--- config.mk ---
export PLATFORM = sky130hd
export DESIGN_NAME = rtcvr_top
export DESIGN_NICKNAME = d
export VERILOG_FILES = /design/src/hw/rtcvr_pkg.sv /design/src/hw/rtcvr_tk.sv /design/src/hw/rtcvr_vr.sv /design/src/hw/rtcvr_top.sv
export SDC_FILE = /design/constraint.sdc
export NUM_CORES = 1
export LEC_CHECK = 0
export BUFFER_PORTS_ARGS = -buffer_cell sky130_fd_sc_hd__buf_2
export CAP_MARGIN = 10
export CORE_MARGIN = 2
export CORE_UTILIZATION = 25
export DETAILED_ROUTE_END_ITERATION = 16
export GPL_TIMING_DRIVEN = 0
export PLACE_DENSITY = 0.36
export SLEW_MARGIN = 10
export SYNTH_ARGS = -nofsm -noshare
export SYNTH_HDL_FRONTEND = slang
export SYNTH_SLANG_ARGS = --single-unit
--- constraint.sdc ---
create_clock -name i_clk -period 3.1 [get_ports i_clk]
set_input_delay 0 -clock i_clk [delete_from_list [all_inputs] [get_ports i_clk]]
set_output_delay 0 -clock i_clk [all_outputs]
set_load 0.02 [all_outputs]
--- src/hw/rtcvr_pkg.sv ---
// package: constants and carrier types of the rtc and regulator wake block
package rtcvr_pkg;

   // ****************************************************
   // sizes
   // ****************************************************
   localparam int CNT_W  = 40;                // counter and match width
   localparam int NBYTES = 5;                 // bytes per 40-bit set

   // ****************************************************
   // configuration mux addresses
   // ****************************************************
   localparam logic [7:0] ADDR_CNT0  = 8'h40; // counter byte 0
   localparam logic [7:0] ADDR_MAT0  = 8'h48; // match byte 0
   localparam logic [7:0] ADDR_MBIT0 = 8'h50; // per-bit match flags byte 0
   localparam logic [7:0] ADDR_CTRL  = 8'h58; // control / status
   localparam logic [7:0] ADDR_TEST  = 8'h59; // test, reads zero here

   // ****************************************************
   // reset values and timing counts
   // ****************************************************
   localparam logic [7:0] CTRL_RESET   = 8'h00; // all bits clear
   localparam int         RST_STAGES   = 2;     // config clock edges
   localparam int         PS_DIV       = 128;   // prescaler divide
   localparam int         PS_FIRST     = 64;    // edges to first step
   localparam logic [6:0] PS_TICK_AT   = 7'(PS_FIRST - 1);
   localparam logic [1:0] XMODE_32K    = 2'b01; // mode for 32 kHz part
   localparam logic [1:0] VR_INIT_OFF  = 2'b00; // init code: stay off

   // ****************************************************
   // types
   // ****************************************************
   // control / status register, bit 7 down to bit 0
   typedef struct packed {
      logic       soft_rst;       // bit 7
      logic       cnt_en;         // bit 6
      logic       match_out_en;   // bit 5
      logic [1:0] xmode;          // bits 4:3
      logic       clr_on_match;   // bit 2
      logic       run;            // bit 1
      logic       xsel;           // bit 0
   } rtcvr_ctrl_t;

   // one configuration mux access
   typedef struct packed {
      logic       wen;            // write strobe
      logic       ren;            // read strobe
      logic [7:0] addr;           // byte address
      logic [7:0] wdata;          // write byte
   } rtcvr_acm_req_t;

   // oscillator enable and mode
   typedef struct packed {
      logic       en;             // oscillator enable
      logic [1:0] mode;           // oscillator mode
   } rtcvr_osc_t;

   // which 40-bit set the capture register holds
   typedef enum logic [2:0] {
      SEL_NONE  = 3'b001,
      SEL_CNT   = 3'b010,
      SEL_MATCH = 3'b100
   } rtcvr_sel_t;

endpackage

--- src/hw/rtcvr_tk.sv ---
// prescaler and 40-bit real-time counter
`timescale 1ns/1ns
module rtcvr_tk
   import rtcvr_pkg::*;
(
   input  wire logic                i_clk,        // config clock
   input  wire logic                i_arst_n,     // async reset
   input  wire logic                i_tk_rst,     // timekeeping reset
   input  wire logic                i_run,        // counter run
   input  wire logic                i_cnt_en,     // count enable
   input  wire logic                i_clr_on_match, // clear on match
   input  wire logic                i_match_hit,  // counter equals match
   input  wire logic                i_xtal,       // crystal clock level
   input  wire logic [NBYTES-1:0]   i_wr_en,      // byte write strobes
   input  wire logic [7:0]          i_wr_data,    // byte to write
   output logic      [CNT_W-1:0]    o_count       // counter value
);
   import rtcvr_pkg::*;

   // ****************************************************
   // state
   // ****************************************************
   typedef struct packed {
      logic             xtal;     // crystal level, last cycle
      logic [6:0]       ps;       // prescaler
      logic [CNT_W-1:0] cnt;      // counter
   } rtcvr_tk_st_t;

   rtcvr_tk_st_t q;               // registered state
   rtcvr_tk_st_t d;               // next state
   logic         xedge;           // crystal rising edge
   logic         tick;            // prescaled clock rising edge

   assign xedge = i_xtal & ~q.xtal;
   assign tick  = xedge & (q.ps == PS_TICK_AT);

   // next state: writes, then step, then the run gate on top
   always_comb begin
      d      = q;
      d.xtal = i_xtal;
      if (i_tk_rst) begin
         d.ps  = '0;
         d.cnt = '0;
      end else begin
         for (int i = 0; i < NBYTES; i++) begin
            if (i_wr_en[i]) begin
               d.cnt[i*8 +: 8] = i_wr_data;
            end
         end
         // prescaler held clear while paused or stopped; the count is kept only while paused
         if (!i_cnt_en || !i_run) begin
            d.ps = '0;
         end else if (xedge) begin
            d.ps = q.ps + 7'h01;
            if (tick) begin
               // a match clears at the next prescaled edge
               if (i_clr_on_match && i_match_hit) begin
                  d.cnt = '0;
               end else begin
                  d.cnt = q.cnt + 40'h01;
               end
            end
         end
         if (!i_run) begin
            d.cnt = '0;
         end
      end
   end

   // state register
   always_ff @(posedge i_clk or negedge i_arst_n) begin
      if (!i_arst_n) begin
         q <= '0;
      end else begin
         q <= d;
      end
   end

   assign o_count = q.cnt;
endmodule // rtcvr_tk

--- src/hw/rtcvr_vr.sv ---
// regulator initialisation and enable latch
`timescale 1ns/1ns
module rtcvr_vr
   import rtcvr_pkg::*;
#(
   parameter logic [1:0] VR_INIT_BITS = VR_INIT_OFF // design-time code
)(
   input  wire logic i_clk,           // config clock
   input  wire logic i_arst_n,        // async reset
   input  wire logic i_supply_good,   // supply above good threshold
   input  wire logic i_wake_pin_n,    // wake pin, low requests power
   input  wire logic i_match,         // timer match
   input  wire logic i_fabric_vr_off, // fabric turns regulator off
   output logic      o_vr_enable      // regulator enable
);
   import rtcvr_pkg::*;

   // ****************************************************
   // state
   // ****************************************************
   typedef struct packed {
      logic init_done;            // init bits already read
      logic en;                   // regulator enable
   } rtcvr_vr_st_t;

   rtcvr_vr_st_t q;               // registered state
   rtcvr_vr_st_t d;               // next state
   logic         init_trig;       // init asks for power

   // init bits are read on the first good-supply cycle after reset or supply loss
   assign init_trig = i_supply_good & ~q.init_done
                      & (VR_INIT_BITS != VR_INIT_OFF);

   // any source sets; the fabric or supply loss clears, and a set wins over the fabric
   always_comb begin
      d = q;
      if (!i_supply_good) begin
         d = '0;
      end else begin
         d.init_done = 1'b1;
         if (!i_wake_pin_n || i_match || init_trig) begin
            d.en = 1'b1;
         end else if (i_fabric_vr_off) begin
            d.en = 1'b0;
         end
      end
   end

   // state register
   always_ff @(posedge i_clk or negedge i_arst_n) begin
      if (!i_arst_n) begin
         q <= '0;
      end else begin
         q <= d;
      end
   end

   assign o_vr_enable = q.en;
endmodule // rtcvr_vr

--- src/hw/rtcvr_top.sv ---
// rtc control/status, register access, match logic and regulator wake
`timescale 1ns/1ns

module rtcvr_top
   import rtcvr_pkg::*;
#(
   parameter logic [1:0] VR_INIT_BITS = VR_INIT_OFF // regulator init code
)(
   input  wire logic           i_clk,             // config mux clock
   input  wire logic           i_arst_n,          // async reset, low
   input  rtcvr_pkg::rtcvr_acm_req_t i_acm,       // mux access
   output logic [7:0]          o_acm_rdata,       // read byte
   input  wire logic           i_crystal_clock_in, // crystal clock level
   input  wire logic           i_supply_good,     // supply good detector
   input  wire logic           i_wake_pin_n,      // wake pin, low active
   input  wire logic           i_fabric_vr_off,   // fabric power-off
   input  rtcvr_pkg::rtcvr_osc_t i_fabric_osc,    // fabric oscillator ctl
   output logic                o_match_output,    // counter match
   output logic [1:0]          o_crystal_mode_outputs, // crystal mode
   output logic                o_crystal_select_output, // crystal select
   output rtcvr_pkg::rtcvr_osc_t o_osc,           // oscillator control
   output logic                o_vr_enable        // regulator enable
);
   import rtcvr_pkg::*;

   // ****************************************************
   // helpers
   // ****************************************************
   // byte i of a 40-bit word
   function automatic logic [7:0] byte_of(logic [CNT_W-1:0] v,
                                          logic [2:0] i);
      logic [7:0] b;
      b = 8'h00;
      for (int k = 0; k < NBYTES; k++) begin
         if (i == 3'(k)) begin
            b = v[k*8 +: 8];
         end
      end
      return b;
   endfunction

   // address falls in the five-byte set starting at base
   function automatic logic in_set(logic [7:0] a, logic [7:0] base);
      return (a >= base) && (a < base + 8'(NBYTES));
   endfunction

   // byte index of an address within its set
   function automatic logic [2:0] idx_of(logic [7:0] a,
                                         logic [7:0] base);
      logic [7:0] off;
      off = a - base;
      return off[2:0];
   endfunction

   // ****************************************************
   // state
   // ****************************************************
   typedef struct packed {
      rtcvr_ctrl_t      ctrl;     // control / status
      logic [1:0]       rst_sh;   // reset release shifter
      logic [CNT_W-1:0] mat;      // match register
      logic [CNT_W-1:0] cap;      // capture register
      rtcvr_sel_t       sel;      // set held in capture
      logic [7:0]       rdata;    // read data
      logic             match;    // match output
      logic [1:0]       xmode;    // crystal mode outputs
      logic             xsel;     // crystal select output
      rtcvr_osc_t       osc;      // effective oscillator control
   } rtcvr_top_st_t;

   rtcvr_top_st_t    q;           // registered state
   rtcvr_top_st_t    d;           // next state
   logic             tk_rst;      // timekeeping reset
   logic             rst_ok;      // release conditions hold
   logic [CNT_W-1:0] count;       // counter from timekeeping
   logic [CNT_W-1:0] mbits;       // per-bit equality flags
   logic             hit;         // all 40 bits equal
   logic [NBYTES-1:0] cnt_wr;     // counter byte writes
   logic [2:0]       a_idx_c;     // index within counter set
   logic [2:0]       a_idx_m;     // index within match set
   logic [2:0]       a_idx_b;     // index within match-flag set

   // ****************************************************
   // combinational decode
   // ****************************************************
   assign rst_ok  = i_supply_good & ~q.ctrl.soft_rst;
   // released only when both shifter stages are set
   assign tk_rst  = ~q.rst_sh[1];
   assign mbits   = ~(count ^ q.mat);
   assign hit     = &mbits;
   assign a_idx_c = idx_of(i_acm.addr, ADDR_CNT0);
   assign a_idx_m = idx_of(i_acm.addr, ADDR_MAT0);
   assign a_idx_b = idx_of(i_acm.addr, ADDR_MBIT0);

   // counter byte writes go straight into the timekeeping block;
   // counting must be disabled first or a step may race the write
   always_comb begin
      cnt_wr = '0;
      if (i_acm.wen && in_set(i_acm.addr, ADDR_CNT0) && !tk_rst) begin
         cnt_wr[a_idx_c] = 1'b1;
      end
   end

   // ****************************************************
   // next state
   // ****************************************************
   always_comb begin
      d = q;

      // control writes land on the clock edge
      if (i_acm.wen && i_acm.addr == ADDR_CTRL) begin
         d.ctrl = rtcvr_ctrl_t'(i_acm.wdata);
      end
      // supply loss overrides any write
      if (!i_supply_good) begin
         d.ctrl = rtcvr_ctrl_t'(CTRL_RESET);
      end

      // two-edge synchronous release
      if (!rst_ok) begin
         d.rst_sh = 2'b00;
      end else begin
         d.rst_sh = {q.rst_sh[0], 1'b1};
      end

      // match register writes
      if (i_acm.wen && in_set(i_acm.addr, ADDR_MAT0)) begin
         d.mat[a_idx_m*8 +: 8] = i_acm.wdata;
      end

      // reads: byte 0 of the counter or match set captures the whole set
      if (i_acm.ren) begin
         d.rdata = 8'h00; // unmapped reads give zero
         if (in_set(i_acm.addr, ADDR_CNT0)) begin
            if (a_idx_c == 3'd0) begin
               d.cap   = count;
               d.sel   = SEL_CNT;
               d.rdata = count[7:0];
            end else begin
               d.rdata = byte_of(q.cap, a_idx_c);
            end
         end else if (in_set(i_acm.addr, ADDR_MAT0)) begin
            if (a_idx_m == 3'd0) begin
               d.cap   = q.mat;
               d.sel   = SEL_MATCH;
               d.rdata = q.mat[7:0];
            end else begin
               d.rdata = byte_of(q.cap, a_idx_m);
            end
         end else if (in_set(i_acm.addr, ADDR_MBIT0)) begin
            d.rdata = byte_of(mbits, a_idx_b);
         end else if (i_acm.addr == ADDR_CTRL) begin
            d.rdata = q.ctrl;
         end
      end

      // timekeeping reset also clears match and capture
      if (tk_rst) begin
         d.mat = '0;
         d.cap = '0;
         d.sel = SEL_NONE;
      end

      // match output gated by its enable
      d.match = q.ctrl.match_out_en & hit & ~tk_rst;

      // crystal outputs follow the control bits
      d.xmode = q.ctrl.xmode;
      d.xsel  = q.ctrl.xsel;

      // owner of the oscillator: block when select set, else fabric
      if (q.ctrl.xsel) begin
         d.osc.en   = 1'b1;
         d.osc.mode = q.ctrl.xmode;
      end else begin
         d.osc = i_fabric_osc;
      end
   end

   // ****************************************************
   // state register
   // ****************************************************
   always_ff @(posedge i_clk or negedge i_arst_n) begin
      if (!i_arst_n) begin
         q      <= '0;
         q.ctrl <= rtcvr_ctrl_t'(CTRL_RESET);
         q.sel  <= SEL_NONE;
      end else begin
         q <= d;
      end
   end

   // ****************************************************
   // submodules
   // ****************************************************
   // prescaler and counter
   rtcvr_tk u_tk (
      .i_clk          (i_clk),
      .i_arst_n       (i_arst_n),
      .i_tk_rst       (tk_rst),
      .i_run          (q.ctrl.run),
      .i_cnt_en       (q.ctrl.cnt_en),
      .i_clr_on_match (q.ctrl.clr_on_match),
      .i_match_hit    (hit),
      .i_xtal         (i_crystal_clock_in),
      .i_wr_en        (cnt_wr),
      .i_wr_data      (i_acm.wdata),
      .o_count        (count)
   );

   // regulator wake logic takes the gated match output
   rtcvr_vr #(
      .VR_INIT_BITS (VR_INIT_BITS)
   ) u_vr (
      .i_clk           (i_clk),
      .i_arst_n        (i_arst_n),
      .i_supply_good   (i_supply_good),
      .i_wake_pin_n    (i_wake_pin_n),
      .i_match         (q.match),
      .i_fabric_vr_off (i_fabric_vr_off),
      .o_vr_enable     (o_vr_enable)
   );

   // ****************************************************
   // outputs, all from flip-flops
   // ****************************************************
   assign o_acm_rdata             = q.rdata;
   assign o_match_output          = q.match;
   assign o_crystal_mode_outputs  = q.xmode;
   assign o_crystal_select_output = q.xsel;
   assign o_osc                   = q.osc;
endmodule // rtcvr_top

==> metrics.cfg <==
[hold_path]
hp-class=in -> reg
min_from=i_acm[7]
min_path_cells=4

[timing]
max-slew-margin-rel_pct=25.74
maxSlewViolCount=0
skew_ps=16.71
max_clock_freq_mhz=328.4
setup_violations=0
worst_pin_slew_ps=1114
final_hold_viol_count=0
fin_tns_setup_ps=0
rsz0062_at_grt=no
final.min_clock_period_ps=3045
post-route-period-util_pct=98.24

[critical_path]
critPathSlowestCell=mux2i_1
cp_cell_sequence=buf_2, clkbuf_1, inv_1, ha_1, nor2b_1, or4_4, buf_6, buf_6, clkdlybuf4s15_2, mux2i_1, o21ai_0
critPathBufInv=6
crit_fanout=10
reg2reg_depth=7
crit_top_cell=buf_6
cp_num_cells=11
worstSetupEndpointType=flop
cpPeakStageDelay_ps=570
cp.arrival_ps=3340
critPathLaunchType=input port
r2r_start=u_tk.o_count[19]
worstPathRequired_ps=3390
crit_family=buffers and inverters
r2r_setup_slack_ps=100
reg2reg_to=u_tk.o_count[31]
worstSetupStartpoint=i_acm[8]
crit_type=in -> reg
endpoint=q[26]

[floorplanning]
die-area_mm2=0.03746
rows=69
ioPinCount=43
die_x_um=193.6
die_h_um=193.6
coreArea_mm2=0.03548
start_util_pct=25.31

[route]
wl_per_cell_um=23.80
viasPerCell=5.111
ant_nets=0
via_count=7933
drc_errors=0
first_iter_violations=669
wl_um=36940
firstDrtPassIters=5

[clock_network]
cts-root-buf=clkbuf_16
clk_pin_slew_ps=70
clk_latency_ps=450
cts_tree=yes
htree_levels=4
clk_path_buf_depth=2
cts.sinks=146
cts_buffers=17

[grt]
grt_max_degree=86
grt_usage_pct=19.84
grt_antenna_before_repair=0
grt_overflow=0
grt_pass1_wl_um=54850
grt_pass1_vias=7811

[pwr]
pwr-share-seq_pct=44.2
p_per_area_mw_per_mm2=412.0
clockPowerShare_pct=47.4
ir_drop_mv=0.3645
switching_share_pct=25.36
p_int_w=0.003257
p_leak_nw=4.481
combPwrFrac_pct=8.3
switchingPower_w=0.001107

[final_layout]
fin_area_mm2=0.01059
synthToLayoutAreaGrowth_pct=17.91
fin_nets=1117
fillers=3842
fin_util_pct=29.85
drive_gt1_share_pct=11.28
register_area_mm2=0.003654
multi_input_area_mm2=0.004903

[place]
gp_congestion=0.9060
dp_hpwl_um=27700
dpl_cell_area_mm2=0.009803
port-buffer-count=40

[synthesis]
synth_cell_types=61
synth_edf_count=0
syn-instance-count=1010
syn_area_mm2=0.008982
synth_warnings=0
synth_nets=1046
yosysSeqAreaShare_pct=40.67
synth_top_cell_area_share_pct=40.67
synth_area_leaders=dfrtp_1 (41%), mux2i_1 (8.0%), nand2_1 (5.1%)
ys_ff_latch=146
yosys.area.top_type=dfrtp_1
async_reset_ff_share_pct=100.0
avgSynthCellArea_um2=8.893
synth_ff_type=dfrtp_1

[outcome]
status=finished, final reports clean

[run]
maxCapViolCount=0

## registers in the layout (all words and copies together), names as in the netlist
name and count:
q 79, u_tk.o_count 40, u_vr.o_vr_enable 1, u_tk.q 8, o_osc 3, o_acm_rdata 8
o_crystal_mode_outputs 2, o_match_output 1, d 3, o_crystal_select_output 1
## synth_stat cells (3+ instances only)
library cell / number
or3_1: 7
a22oi_1: 3
o211a_1: 3
nor4_4: 3
and2_1: 7
nor3_1: 21
a22o_1: 11
o2111ai_1: 4
ha_1: 9
nand3_1: 58
or2_2: 6
clkbuf_1: 73
inv_1: 23
buf_4: 13
and3_1: 6
buf_1: 4
a31oi_1: 7
xnor2_1: 39
nand4_1: 26
o21ai_0: 52
mux2i_1: 72
o311ai_0: 4
or4_1: 4
mux2_2: 9
nor3b_1: 3
a211oi_1: 18
o21ai_1: 7
o41ai_1: 4
a221oi_1: 12
nor4_1: 13
nor2b_1: 8
o21a_1: 4
dfrtp_1: 146
nor2_1: 63
a21boi_0: 8
o31a_1: 4
a21oi_1: 48
o22ai_1: 4
o221ai_1: 3
o211ai_1: 12
xor2_1: 28
nand2_1: 122
nand2b_1: 10
nand4b_1: 4
## cells in the final DEF, fill, tap and decap left out, types with 18 or more instances in the layout
cell,n
dfrtp_1,146
xor2_1,28
nand3_1,57
inv_1,23
a21oi_1,48
o21ai_0,51
nand4_1,26
nor2_1,63
xnor2_1,37
buf_2,40
nand2_1,122
nor3_1,20
clkbuf_1,66
a211oi_1,18
mux2i_1,72
## cell type report
type,instances,share of cell area [%]
timing repair buffer,56,3.662
sequential,146,34.49
clock inverter,6,0.7797
clock buffer,22,4.477
buffer,90,4.005
inverter,23,0.8151
antenna,1,0.02363
tap,461,5.446
multi-input combinational,747,46.30
## layer usage
layer	global-route usage (%)	wire, um
met5	0	0
met4	3.534	303
met3	2.528	1008
met2	31.04	16870
met1	29.42	18760
## power groups by stage
| stage | Clock (W) | Sequential [W] | Combinational, W |
|---|---|---|---|
| 4_1_cts | 0.00212 | 0.00193 | 0.000366 |
| 3_3_place_gp | 0 | 0.00197 | 0.000344 |
| 2_1_floorplan | 0 | 0.00196 | 0.000172 |
| 5_1_grt | 0.00221 | 0.00193 | 0.000392 |
| 6_report | 0.00207 | 0.00193 | 0.000363 |
| 3_5_place_dp | 0 | 0.00197 | 0.000348 |
## worst min-delay path by stage
stage | end | slack (ps)
global placement | u_tk.q[47] | 140
global route | u_tk.o_count[15] | 80
detailed placement | o_crystal_mode_outputs[0] | -20
floorplan | d[3] | -300
CTS | u_tk.o_count[15] | 10
finish | u_tk.o_count[15] | 20
## through the flow
stage / total power, W / instances / setup WS (ps) / hold WS (ps)
6_report: 0.004364 / 1552 / 54.52 / 23.60
5_1_grt: 0.004529 / 1551 / 7.556 / 81.18
4_1_cts: 0.004414 / 1551 / -86.29 / 12.72
3_5_place_dp: 0.002314 / 1512 / -551.5 / -19.12
3_3_place_gp: 0.002310 / 1511 / -629.2 / 137.1
2_1_floorplan: 0.002136 / 1010 / 615.9 / -295.6
## cells by family (layout without fill, tap and decap cells)
group                    Yosys count  count (layout)  share of synthesized area (%)
XOR/XNOR                          67              67                          6.533
buffers and inverters            117             197                          5.627
adder cells (fa/ha/maj)            9               9                          1.254
multiplexers                      81              81                          9.152
AND/OR/NAND/NOR                  369             369                          20.46
flip-flops                       146             146                          40.67
AO/OA/AOI/OAI                    221             221                          16.30
other                              0               1                              0
## worst register-to-register path, stage by stage (launching register included)
cell       delay (ps)
dfrtp_1           480
xor2_1            250
or4_1             610
nor4_4            260
or4b_4            590
clkbuf_2          280
o2111ai_1         300
o21ai_1           100
## repair_timing
action | 4_1_cts | 5_1_grt
endpoints found under the setup margin | 41 | 38
pin swaps | 1 | 0
gates resized for setup | 13 | 10
setup buffers | 0 | 0
hold buffers | 15 | 0
hold endpoints to repair | 82 | 0
No activity file was read; power rests on OpenSTA's default activity.
